`src/core/calendar_clock_defines.svh`:
```
/*
 * Register offsets, keys, reset values and counts of the calendar clock.
 * Assumes an APB slave with 32-bit data, one aligned word per register.
 */
`ifndef CALENDAR_CLOCK_DEFINES_SVH
`define CALENDAR_CLOCK_DEFINES_SVH
// ==========================================================================
// register byte offsets
`define A_INIT     8'h00
`define A_RWEN     8'h04
`define A_FADJ     8'h08
`define A_TIME     8'h0c
`define A_CAL      8'h10
`define A_FMT      8'h14
`define A_WDAY     8'h18
`define A_TALM     8'h1c
`define A_CALM     8'h20
`define A_LEAP     8'h24
`define A_INTEN    8'h28
`define A_INTSTS   8'h2c
`define A_TICK     8'h30
`define A_TAMSK    8'h34
`define A_CAMSK    8'h38
`define A_SPRCTL   8'h3c
`define A_SPR_LO   8'h40
`define A_SPR_HI   8'h8c
`define SPR_WORDS  20
// ==========================================================================
// keys, counts and reset values
`define KEY_START  32'ha5eb1357
`define KEY_ACCESS 16'ha965
`define ACCESS_LAST 10'h3ff
`define COMMIT_RTC 2'd2
`define SEC_BASE   16'd32761
`define FRAC_WRAP  7'd60
`define FADJ_RST   12'h700
`define FMT24_RST  1'b1
`define DATE_RST   19'h00041
`endif

```
`src/core/calendar_clock_pkg.sv`:
```
/*
 * Types shared by the calendar clock: time of day, date, pending write.
 * Assumes the defines header supplies all numeric constants.
 */
package calendar_clock_pkg;
   // ======================================================================
   // bcd time of day and date
   typedef struct packed {
      logic [5:0] hr;
      logic [6:0] mn;
      logic [6:0] sc;
   } tod_t;
   typedef struct packed {
      logic [7:0] yr;
      logic [4:0] mo;
      logic [5:0] dy;
   } date_t;
   // write waiting for the slow clock
   typedef struct packed {
      logic [7:0]  addr;
      logic [31:0] data;
   } pend_t;
endpackage

```
`src/core/calendar_clock_core.sv`:
```
/*
 * Calendar clock core: bcd time, date, weekday, alarm with digit masks,
 * periodic tick, crystal trim, 80-byte spare store cleared by tamper.
 * Assumes an APB master on pclk, a 32 kHz square wave on lxt_pin and a
 * tamper level on tamper_pin, both asynchronous to pclk.
 */
// The placing of the registers and the APB interface to the registers were left to the implementer.
//
// Operation
// - idle in reset until start key written
// - running state is permanent once entered
// - start register bit 0 shows running
// - count hours minutes seconds year month day
// - all time fields held in bcd
// - programmable alarm compared against counters
// - per-digit alarm masks allow recurring alarms
// - hour counter on 12 or 24 scale
// - read-only leap year indication
// - weekday counter advances with the day
// - digital trim of crystal frequency error
// - tick at one of eight intervals
// - interrupt on tick and on alarm
// - interrupt also wakes the chip
// - 80 bytes of spare storage
// - tamper event clears spare storage
// - writes take effect after two slow clocks
// - access key opens writes for 1024 clocks
// - weekday 0 to 6 is Sunday to Saturday
// - alarm match sets flag, irq if enabled
`timescale 1ns/1ps
`include "calendar_clock_defines.svh"
module calendar_clock_core
   import calendar_clock_pkg::*;
(
   input  wire logic        pclk,
   input  wire logic        presetn,
   input  wire logic [7:0]  paddr,
   input  wire logic        psel,
   input  wire logic        penable,
   input  wire logic        pwrite,
   input  wire logic [31:0] pwdata,
   output logic      [31:0] prdata,
   output logic             pready,
   output logic             pslverr,
   input  wire logic        lxt_pin,
   input  wire logic        tamper_pin,
   output logic             irq,
   output logic             wake
);
   // ======================================================================
   // bcd helpers
   function automatic logic [7:0] bcd_inc(input logic [7:0] v);
      if (v[3:0] == 4'h9)
         return {v[7:4] + 4'h1, 4'h0};
      return {v[7:4], v[3:0] + 4'h1};
   endfunction

   // returns {day carry, next hour}; 12-hour codes keep pm in bit 5
   function automatic logic [8:0] hr_inc(input logic [7:0] h,
                                         input logic       f24);
      if (f24)
         return (h == 8'h23) ? 9'h100 : {1'b0, bcd_inc(h)};
      if (h == 8'h11)
         return 9'h032;
      if (h == 8'h31)
         return 9'h112;
      if (h == 8'h12)
         return 9'h001;
      if (h == 8'h32)
         return 9'h021;
      return {1'b0, bcd_inc(h)};
   endfunction

   // two-digit year divisible by four
   function automatic logic is_leap(input logic [7:0] y);
      if (y[4])
         return (y[3:0] == 4'h2) || (y[3:0] == 4'h6);
      return (y[3:0] == 4'h0) || (y[3:0] == 4'h4) || (y[3:0] == 4'h8);
   endfunction

   function automatic logic [7:0] month_len(input logic [4:0] m,
                                            input logic       lp);
      if (m == 5'h02)
         return lp ? 8'h29 : 8'h28;
      if (m == 5'h04 || m == 5'h06 || m == 5'h09 || m == 5'h11)
         return 8'h30;
      return 8'h31;
   endfunction

   // ======================================================================
   // state
   logic        lxt_s1_r, lxt_s2_r, lxt_s3_r;
   logic        tmp_s1_r, tmp_s2_r, tmp_s3_r;
   logic        init_r, acc_r, fmt24_r, extra_r, pend_r, match_r;
   logic [9:0]  acc_cnt_r;
   logic [1:0]  pend_cnt_r, inten_r, sts_r, sprctl_r;
   logic [2:0]  wday_r, tsel_r;
   logic [5:0]  tamsk_r, camsk_r;
   logic [11:0] fadj_r;
   logic [15:0] sub_r;
   logic [14:0] free_r;
   logic [6:0]  frac_r;
   tod_t        tod_r, talm_r, tod_nxt;
   date_t       date_r, calm_r, date_nxt;
   pend_t       pend_r_d;
   logic [31:0] spr_r [`SPR_WORDS];
   logic [2:0]  wday_nxt;
   logic [8:0]  hr_step;
   logic [31:0] rd_nxt;
   logic        hit, day_adv, match;

   // ======================================================================
   // pin synchronisers; only the second stage and later are read
   always_ff @(posedge pclk or negedge presetn) begin
      if (!presetn) begin
         {lxt_s1_r, lxt_s2_r, lxt_s3_r} <= 3'h0;
         {tmp_s1_r, tmp_s2_r, tmp_s3_r} <= 3'h0;
      end else begin
         {lxt_s1_r, lxt_s2_r, lxt_s3_r} <= {lxt_pin, lxt_s1_r, lxt_s2_r};
         {tmp_s1_r, tmp_s2_r, tmp_s3_r} <= {tamper_pin, tmp_s1_r, tmp_s2_r};
      end
   end

   // one pulse per rising edge of the 32 kHz clock
   wire rtc_pulse = lxt_s2_r & ~lxt_s3_r;
   // tamper edge select: bit 0 enables, bit 1 picks the falling edge
   wire tamper_evt = sprctl_r[0] &
        (sprctl_r[1] ? (~tmp_s2_r & tmp_s3_r) : (tmp_s2_r & ~tmp_s3_r));

   // ======================================================================
   // apb decode; locked registers drop writes, and trim, alarm time and date, tick and spare ones also read as zero
   wire spr_hit  = (paddr >= `A_SPR_LO) && (paddr <= `A_SPR_HI) &&
                   (paddr[1:0] == 2'b00);
   wire [4:0] spr_idx = 5'((paddr - `A_SPR_LO) >> 2);
   wire free_reg = (paddr == `A_INIT) || (paddr == `A_RWEN) ||
                   (paddr == `A_FMT) || (paddr == `A_INTEN) ||
                   (paddr == `A_INTSTS);
   wire wr_ok    = hit && (free_reg || (acc_r && paddr != `A_LEAP));
   wire access   = psel & penable;
   wire wr_done  = access & pready & pwrite;
   // a write stalls the bus while the previous one still waits
   wire pready_nxt = access & ~pready & (~pwrite | ~pend_r);

   always_comb begin
      rd_nxt = 32'h0;
      hit    = 1'b1;
      if (paddr == `A_INIT)
         rd_nxt = {31'h0, init_r};
      else if (paddr == `A_RWEN)
         rd_nxt = {15'h0, acc_r, 16'h0};
      else if (paddr == `A_FADJ)
         rd_nxt = acc_r ? {20'h0, fadj_r} : 32'h0;
      else if (paddr == `A_TIME)
         rd_nxt = {10'h0, tod_r.hr, 1'b0, tod_r.mn, 1'b0, tod_r.sc};
      else if (paddr == `A_CAL)
         rd_nxt = {8'h0, date_r.yr, 3'h0, date_r.mo, 2'h0, date_r.dy};
      else if (paddr == `A_FMT)
         rd_nxt = {31'h0, fmt24_r};
      else if (paddr == `A_WDAY)
         rd_nxt = {29'h0, wday_r};
      else if (paddr == `A_TALM)
         rd_nxt = acc_r ? {10'h0, talm_r.hr, 1'b0, talm_r.mn, 1'b0,
                           talm_r.sc} : 32'h0;
      else if (paddr == `A_CALM)
         rd_nxt = acc_r ? {8'h0, calm_r.yr, 3'h0, calm_r.mo, 2'h0,
                           calm_r.dy} : 32'h0;
      else if (paddr == `A_TAMSK)
         rd_nxt = {26'h0, tamsk_r};
      else if (paddr == `A_CAMSK)
         rd_nxt = {26'h0, camsk_r};
      else if (paddr == `A_LEAP)
         rd_nxt = {31'h0, is_leap(date_r.yr)};
      else if (paddr == `A_INTEN)
         rd_nxt = {30'h0, inten_r};
      else if (paddr == `A_INTSTS)
         rd_nxt = {30'h0, sts_r};
      else if (paddr == `A_TICK)
         rd_nxt = acc_r ? {29'h0, tsel_r} : 32'h0;
      else if (paddr == `A_SPRCTL)
         rd_nxt = acc_r ? {30'h0, sprctl_r} : 32'h0;
      else if (spr_hit)
         rd_nxt = acc_r ? spr_r[spr_idx] : 32'h0;
      else
         hit = 1'b0;
   end

   // answer one cycle into the access phase, later while a write waits
   always_ff @(posedge pclk or negedge presetn) begin
      if (!presetn) begin
         pready  <= 1'b0;
         prdata  <= 32'h0;
         pslverr <= 1'b0;
      end else begin
         pready  <= pready_nxt;
         prdata  <= pready_nxt && !pwrite ? rd_nxt : 32'h0;
         pslverr <= pready_nxt & ~hit;
      end
   end

   // ======================================================================
   // two slow clocks
   // writes are held and applied after two 32 kHz edges, like hardware
   // whose registers sit in the slow domain
   wire   commit = pend_r & rtc_pulse & (pend_cnt_r == `COMMIT_RTC - 2'd1);
   wire [31:0] wd = pend_r_d.data;
   wire [7:0]  wa = pend_r_d.addr;
   wire [4:0]  w_idx = 5'((wa - `A_SPR_LO) >> 2);
   wire   w_spr = commit && (wa >= `A_SPR_LO);

   always_ff @(posedge pclk or negedge presetn) begin
      if (!presetn) begin
         pend_r     <= 1'b0;
         pend_cnt_r <= 2'h0;
         pend_r_d   <= '0;
      end else if (wr_done && wr_ok) begin
         pend_r     <= 1'b1;
         pend_cnt_r <= 2'h0;
         pend_r_d   <= pend_t'{addr: paddr, data: pwdata};
      end else if (commit) begin
         pend_r     <= 1'b0;
      end else if (pend_r && rtc_pulse) begin
         pend_cnt_r <= pend_cnt_r + 2'd1;
      end
   end

   // ======================================================================
   // start key and window
   // the start flag can only rise; the access window closes by itself
   always_ff @(posedge pclk or negedge presetn) begin
      if (!presetn) begin
         init_r    <= 1'b0;
         acc_r     <= 1'b0;
         acc_cnt_r <= 10'h0;
      end else begin
         if (commit && wa == `A_INIT && wd == `KEY_START)
            init_r <= 1'b1;
         if (commit && wa == `A_RWEN && wd[15:0] == `KEY_ACCESS) begin
            acc_r     <= 1'b1;
            acc_cnt_r <= 10'h0;
         end else if (acc_r && rtc_pulse) begin
            acc_cnt_r <= acc_cnt_r + 10'd1;
            if (acc_cnt_r == `ACCESS_LAST)
               acc_r <= 1'b0;
         end
      end
   end

   // ======================================================================
   // trimmed second
   // each second lasts 32761 + integer slow edges, plus one more edge
   // whenever the fraction sum reaches sixty
   wire [15:0] sec_len = `SEC_BASE + {12'h0, fadj_r[11:8]} + {15'h0, extra_r};
   wire        sec_evt = init_r & rtc_pulse & (sub_r == sec_len - 16'd1);
   wire [6:0]  frac_sum = frac_r + {1'b0, fadj_r[5:0]};
   // tick select
   // select 0 ticks once a second, select 7 every 1/128 second
   wire [14:0] tick_mask = 15'h7fff >> tsel_r;
   wire        tick_evt = init_r & rtc_pulse &
                          ((free_r & tick_mask) == tick_mask);

   always_ff @(posedge pclk or negedge presetn) begin
      if (!presetn) begin
         sub_r   <= 16'h0;
         free_r  <= 15'h0;
         frac_r  <= 7'h0;
         extra_r <= 1'b0;
      end else if (init_r && rtc_pulse) begin
         free_r <= free_r + 15'd1;
         sub_r  <= sec_evt ? 16'h0 : sub_r + 16'd1;
         if (sec_evt) begin
            extra_r <= frac_sum >= `FRAC_WRAP;
            frac_r  <= frac_sum >= `FRAC_WRAP ? frac_sum - `FRAC_WRAP
                                              : frac_sum;
         end
      end
   end

   // ======================================================================
   // bcd time of day
   always_comb begin
      tod_nxt  = tod_r;
      date_nxt = date_r;
      wday_nxt = wday_r;
      hr_step  = hr_inc({2'b0, tod_r.hr}, fmt24_r);
      day_adv  = 1'b0;
      if (sec_evt) begin
         tod_nxt.sc = 7'(bcd_inc({1'b0, tod_r.sc}));
         if (tod_r.sc == 7'h59) begin
            tod_nxt.sc = 7'h00;
            tod_nxt.mn = 7'(bcd_inc({1'b0, tod_r.mn}));
            if (tod_r.mn == 7'h59) begin
               tod_nxt.mn = 7'h00;
               tod_nxt.hr = hr_step[5:0];
               day_adv    = hr_step[8];
            end
         end
      end
      if (day_adv) begin
         wday_nxt = (wday_r == 3'd6) ? 3'd0 : wday_r + 3'd1;
         date_nxt.dy = 6'(bcd_inc({2'b0, date_r.dy}));
         if ({2'b0, date_r.dy} == month_len(date_r.mo, is_leap(date_r.yr)))
         begin
            date_nxt.dy = 6'h01;
            date_nxt.mo = 5'(bcd_inc({3'b0, date_r.mo}));
            if (date_r.mo == 5'h12) begin
               date_nxt.mo = 5'h01;
               date_nxt.yr = date_r.yr == 8'h99 ? 8'h00 : bcd_inc(date_r.yr);
            end
         end
      end
   end

   // counters; a committed write replaces the counted value
   always_ff @(posedge pclk or negedge presetn) begin
      if (!presetn) begin
         tod_r  <= '0;
         date_r <= date_t'(`DATE_RST);
         wday_r <= 3'd0;
      end else begin
         tod_r  <= commit && wa == `A_TIME ?
                   tod_t'({wd[21:16], wd[14:8], wd[6:0]}) : tod_nxt;
         date_r <= commit && wa == `A_CAL ?
                   date_t'({wd[23:16], wd[12:8], wd[5:0]}) : date_nxt;
         wday_r <= commit && wa == `A_WDAY ? wd[2:0] : wday_nxt;
      end
   end

   // ======================================================================
   // control registers written by software
   always_ff @(posedge pclk or negedge presetn) begin
      if (!presetn) begin
         fadj_r   <= `FADJ_RST;
         fmt24_r  <= `FMT24_RST;
         talm_r   <= '0;
         calm_r   <= '0;
         tamsk_r  <= 6'h0;
         camsk_r  <= 6'h0;
         inten_r  <= 2'h0;
         tsel_r   <= 3'h0;
         sprctl_r <= 2'h0;
      end else if (commit) begin
         if (wa == `A_FADJ)
            fadj_r <= {wd[11:8], 2'b00, wd[5:0]};
         if (wa == `A_FMT)
            fmt24_r <= wd[0];
         if (wa == `A_TALM)
            talm_r <= tod_t'({wd[21:16], wd[14:8], wd[6:0]});
         if (wa == `A_CALM)
            calm_r <= date_t'({wd[23:16], wd[12:8], wd[5:0]});
         if (wa == `A_TAMSK)
            tamsk_r <= wd[5:0];
         if (wa == `A_CAMSK)
            camsk_r <= wd[5:0];
         if (wa == `A_INTEN)
            inten_r <= wd[1:0];
         if (wa == `A_TICK)
            tsel_r <= wd[2:0];
         if (wa == `A_SPRCTL)
            sprctl_r <= wd[1:0];
      end
   end

   // ======================================================================
   // masked digit compare
   // twelve nibbles; a set mask bit drops that digit from the compare
   wire [47:0] cur_dig = {date_r.yr, 3'h0, date_r.mo, 2'h0, date_r.dy,
                          2'h0, tod_r.hr, 1'b0, tod_r.mn, 1'b0, tod_r.sc};
   wire [47:0] alm_dig = {calm_r.yr, 3'h0, calm_r.mo, 2'h0, calm_r.dy,
                          2'h0, talm_r.hr, 1'b0, talm_r.mn, 1'b0, talm_r.sc};
   wire [11:0] dig_msk = {camsk_r, tamsk_r};

   always_comb begin
      match = init_r;
      for (int i = 0; i < 12; i++) begin
         if (!dig_msk[i] && cur_dig[4*i +: 4] != alm_dig[4*i +: 4])
            match = 1'b0;
      end
   end

   // sticky flags
   // write one clears, but an event in the same cycle wins
   wire       alm_evt = match & ~match_r;
   wire [1:0] sts_clr = (commit && wa == `A_INTSTS) ? wd[1:0] : 2'h0;
   wire [1:0] sts_nxt = (sts_r & ~sts_clr) | {tick_evt, alm_evt};

   always_ff @(posedge pclk or negedge presetn) begin
      if (!presetn) begin
         match_r <= 1'b0;
         sts_r   <= 2'h0;
         irq     <= 1'b0;
         wake    <= 1'b0;
      end else begin
         match_r <= match;
         sts_r   <= sts_nxt;
         irq     <= |(sts_nxt & inten_r);
         wake    <= |(sts_nxt & inten_r);
      end
   end

   // ======================================================================
   // spare words
   // tamper beats a write landing in the same cycle
   always_ff @(posedge pclk or negedge presetn) begin
      if (!presetn) begin
         for (int i = 0; i < `SPR_WORDS; i++)
            spr_r[i] <= 32'h0;
      end else if (tamper_evt) begin
         for (int i = 0; i < `SPR_WORDS; i++)
            spr_r[i] <= 32'h0;
      end else if (w_spr) begin
         spr_r[w_idx] <= wd;
      end
   end

   // ======================================================================
   // checks
   a_init_sticky: assert property (@(posedge pclk) disable iff (!presetn)
      init_r |=> init_r [*4])
      else $error("running state was left");
   a_idle_reset: assert property (@(posedge pclk) disable iff (!presetn)
      !init_r && !commit |=> $stable(tod_r) && $stable(date_r))
      else $error("time advanced before start key");
   a_init_read: assert property (@(posedge pclk) disable iff (!presetn)
      pready_nxt && !pwrite && paddr == `A_INIT && $stable(init_r)
      |=> prdata[0] == $past(init_r))
      else $error("start bit readback wrong");
   a_commit_late: assert property (@(posedge pclk) disable iff (!presetn)
      commit |-> $past(pend_r, 2))
      else $error("write applied too early");
   a_access_hold: assert property (@(posedge pclk) disable iff (!presetn)
      $fell(acc_r) |-> $past(acc_cnt_r) == `ACCESS_LAST)
      else $error("access window closed early");
   a_wday_wrap: assert property (@(posedge pclk) disable iff (!presetn)
      day_adv && wday_r == 3'd6 && !commit |=> wday_r == 3'd0)
      else $error("weekday did not wrap");
   a_alarm_flag: assert property (@(posedge pclk) disable iff (!presetn)
      match && !match_r ##1 inten_r[0] |-> sts_r[0] ##1 irq)
      else $error("alarm flag or irq missing");
   a_tick_flag: assert property (@(posedge pclk) disable iff (!presetn)
      tick_evt |=> sts_r[1])
      else $error("tick flag not set");
   a_irq_gate: assert property (@(posedge pclk) disable iff (!presetn)
      sts_r == 2'h0 && !tick_evt && !alm_evt |=> !irq)
      else $error("irq without a flag");
   a_tamper_wipe: assert property (@(posedge pclk) disable iff (!presetn)
      tamper_evt |=> spr_r[0] == 32'h0 && spr_r[19] == 32'h0)
      else $error("spare store not cleared");
   a_sec_wrap: assert property (@(posedge pclk) disable iff (!presetn)
      sec_evt && tod_r.sc == 7'h59 && !commit
      |=> tod_r.sc == 7'h00)
      else $error("seconds did not wrap");
endmodule

```
`config.mk`:
```
export PLATFORM = sky130hd
export DESIGN_NAME = calendar_clock_core
export DESIGN_NICKNAME = d
export VERILOG_FILES = /design/src/core/calendar_clock_pkg.sv /design/src/core/calendar_clock_core.sv
export VERILOG_INCLUDE_DIRS = /design/src /design/src/core
export SDC_FILE = /design/constraint.sdc
export NUM_CORES = 2
export LEC_CHECK = 0
export ABC_CLOCK_PERIOD_IN_PS = 2600
export BUFFER_PORTS_ARGS = -buffer_cell sky130_fd_sc_hd__buf_2
export CORE_UTILIZATION = 45
export CTS_BUF_LIST = sky130_fd_sc_hd__clkbuf_4
export CTS_CLUSTER_SIZE = 16
export DETAILED_ROUTE_END_ITERATION = 16
export MAX_ROUTING_LAYER = met4
export PLACE_DENSITY = 0.67
export SYNTH_ARGS = -nofsm -noshare
export SYNTH_HDL_FRONTEND = slang
export SYNTH_SLANG_ARGS = --single-unit
```
`constraint.sdc`:
```
create_clock -name pclk -period 2.6 [get_ports pclk]
set_input_delay 0.52 -clock pclk [delete_from_list [all_inputs] [get_ports pclk]]
set_output_delay 0.52 -clock pclk [all_outputs]
set_load 0.1 [all_outputs]
```
==> metrics.md <==
| Metric | Value |
|---|---|
| Levels on crit path | `8` |
| Layout cells sized above 1 | `24.7%` |
| Post-place setup slack | `-0.363 ns` |
| Power per cell area | `515 nW/um^2` |
| Gp weighted congestion | `1.01` |
| Worst Setup Path Type | `flop to flop` |
| Final wirelength | `between 150000 and 200000 microns` |
| Largest net degree at the start of global routing | `roughly 130` |
| Worst Setup Start Kind | `flop` |
| Status | `complete, but fails checks` |
| Max Transition Viols Final | `0` |
| Critical path, cell by cell | `or4_4, or4_4, a22oi_2, and4_1, buf_6, buf_4, a31oi_4, a221o_1` |
| Initial drt markers | `4899` |
| Sequential power share | `51.6%` |
| Routed len/inst | `24.3 microns` |
| Syn Std Cell Area | `43800 sq um` |
| Pint | `a little over 20 mW` |
| Synth Instances | `around 4600` |
| Initial Utilization | `45.4%` |
| Seq/Total Area, Yosys | `50.8%` |
| Worst path buffer plus inverter count | `2` |
| Register-to-Register Path Depth | `8` |
| Clock share of power | `43.4%` |
| Crit-path most repeated cell | `or4_4` |
| Final Power | `26.9 mW` |
| Skew final | `approximately 0.061 ns` |
| Gate power share | `under 10%` |
| Worst-Margin Slew | `0.666 ns` |
| Crit. End Element | `flop` |
| Post-synthesis register bit count | `889` |
| Synth cell types | `76` |
| Switching Fraction | `25.1%` |
| Setup TNS Final | `-1.05 ns` |
| Worst-skew pair later-pin latency | `1.13 ns` |
| Clock sinks | `a little under 900` |
| Synth top area cells | `dfrtp_1, nand2_1, mux4_2, a21oi_1, mux2_2` |
| CTS Buf Count | `221` |
| GRT overflow | `0` |
| Count leader, synth | `nand2_1` |
| Reg clk slew, reported paths | `0.06 ns` |
| Endpoints failing hold | `0` |
| Final ANT Viol Nets | `0` |
| DIE HEIGHT | `about 310 microns` |
| Slew margin rel. | `~56%` |
| Synth async-reset ratio | `100%` |
| FMAX | `365 MHz` |
| Maximum vdd drop | `between 0.3 and 0.4 mV` |
| Initial antenna violation count | `3` |
| Critical path required time | `3.59 ns` |
| Min cycle time layout | `about 2.7 ns` |
| Via/cell ratio | `6.00` |
| CTS tree | `yes` |
| Post-synth EDFFs | `0` |
| RSZ-0062 raised after global routing | `true` |
| Die X | `314 microns` |
| All-Layer GR Usage | `around a third` |
| Input/output buffers | `82` |
| Worst Hold Class | `primary input to flop` |
| Layout fillers | `8403` |
| Max_cap viols | `0` |
| Top delay family on crit path | `simple AND/OR/NAND/NOR gates` |
| Nets@finish | `roughly 5000` |
| Largest fanout on the critical path | `6` |
| Violated checks | `negative setup slack` |
| Top-area cell type share of the netlist area | `around 50%` |
| Htree depth | `4` |
| Crit-path slowest cell | `or4_4` |
| Area Growth Syn to Fin | `19.4%` |
| Synth top cells by count | `nand2_1, dfrtp_1, a21oi_1` |
| Detailed-route DRC error count | `0` |
| First-pass GRT wire length | `234000 microns` |
| Area of the die | `about 99000 sq um` |
| Site Rows | `between 100 and 150` |
| Lkg Pwr | `around 23 nW` |
| WHS Path Cells | `2` |
| Via count | `38449` |
| Switching power total | `6.74 mW` |
| Fin util | `between 50% and 60%` |
| Root buffer cell | `clkbuf_4` |
| Critical path origin | `sub_r[6]` |
| Vias in the first global route | `38121` |
| Finished Cell Area | `52300 sq um` |
| Ys flop type | `dfrtp_1` |
| DP Area | `48500 sq um` |
| Min-Delay Startpoint | `lxt_pin` |
| RR Startpoint | `sub_r[6]` |
| Core region area | `96600 sq um` |
| Post-synth net total | `roughly 4700` |
| Detailed Routing Iterations Pass 1 | `6` |
| Top Ports | `83` |
| Worst setup margin | `-0.138 ns` |
| Tcrit/Tclk final | `105%` |
| DP Wirelength | `between 90000 and 100000 microns` |
| CTS Buffer Depth | `3` |
| Crit path largest cell delay | `0.54 ns` |
| Yosys Warn Count | `0` |
| Cell taking the most area after synthesis | `dfrtp_1` |
| CP arrival | `3.73 ns` |
| Post-synthesis average cell area | `9.57 sq um` |
| Setup violations, final | `18` |
[power groups by stage]
stage / registers (mW) / logic (mW) / clock network, mW
finish: 13.9 / 1.34 / 11.7
global route: 13.9 / 1.43 / 12.6
CTS: 13.9 / 1.34 / 11.8
detailed placement: 14.2 / 1.27 / 0
global placement: 14.2 / 1.26 / 0
floorplan: 14.2 / 0.473 / 0
[worst paths after layout]
kind,end,slack (ns)
min in group asynchronous,spr_r[64],0.19
max,cur_dig[47],-0.14
max in group asynchronous,spr_r[157],1.75
max reg2reg,cur_dig[47],-0.14
min,lxt_s1_r,0.1
min reg2reg,tmp_s2_r,0.36
[layout by cell type (no fill, tap or decap), types with 67 or more instances in the layout]
cell / instances
nand2_1: 1422
xnor2_1: 67
mux4_2: 182
buf_12: 79
clkbuf_4: 324
buf_2: 77
buf_4: 350
nor2_1: 117
dfrtp_1: 883
a21oi_1: 730
mux2_2: 110
[final cells by class]
| cell class | count | area (sq um) | area share (%) |
|---|---|---|---|
| multi-input combinational | 3254 | 20300 | 38.9 |
| antenna | 4 | 10.0 | 0.0191 |
| sequential | 889 | 22300 | 42.5 |
| tap | 1276 | 1600 | 3.05 |
| timing repair buffer | 566 | 5270 | 10.1 |
| clock buffer | 324 | 2430 | 4.65 |
| clock inverter | 58 | 289 | 0.552 |
| inverter | 32 | 120 | 0.230 |
[per-stage QoR]
step / instances / hold WS, ns
5_1_grt: 6403 / 0.0329
6_report: 6403 / 0.0983
3_3_place_gp: 5955 / 0.348
3_5_place_dp: 5955 / 0.342
4_1_cts: 6384 / 0.0101
2_1_floorplan: 4576 / 0.224
[logic make-up after synthesis]
| kind of cell | share of synthesized area (%) |
|---|---|
| simple gates | 17.3 |
| compound gates | 12.7 |
| xor+xnor | 1.70 |
| flops | 50.8 |
| fa+ha+maj | 0.874 |
| buf+inv | 4.04 |
| mux | 12.6 |
[sequential cells by signal, summed over array words and instances (netlist names), 2 cells and up]
register    flops
fadj_r         10
sprctl_r        2
frac_r          7
acc_cnt_r      10
sub_r          16
tsel_r          3
camsk_r         6
wday_r          3
spr_r         640
cur_dig        39
sts_r           2
alm_dig        39
inten_r         2
wa              8
wd             32
pend_cnt_r      2
prdata         32
free_r         15
tamsk_r         6
[routing by layer]
layer	track usage (%)	part of all wire (%)
met3	6.92	9.6
met1	39.9	38
met5	-	0
met2	50.2	47
met4	16.8	5.3
[repair_timing]
item,in CTS,in global routing
setup buffers,3,12
endpoints found under the hold margin,665,0
gates resized for setup,45,60
hold buffers,44,0
pin swaps,24,26
cloned,0,3
endpoints found under the setup margin,58,207
Note: power is estimated with default switching activity, not from simulation.
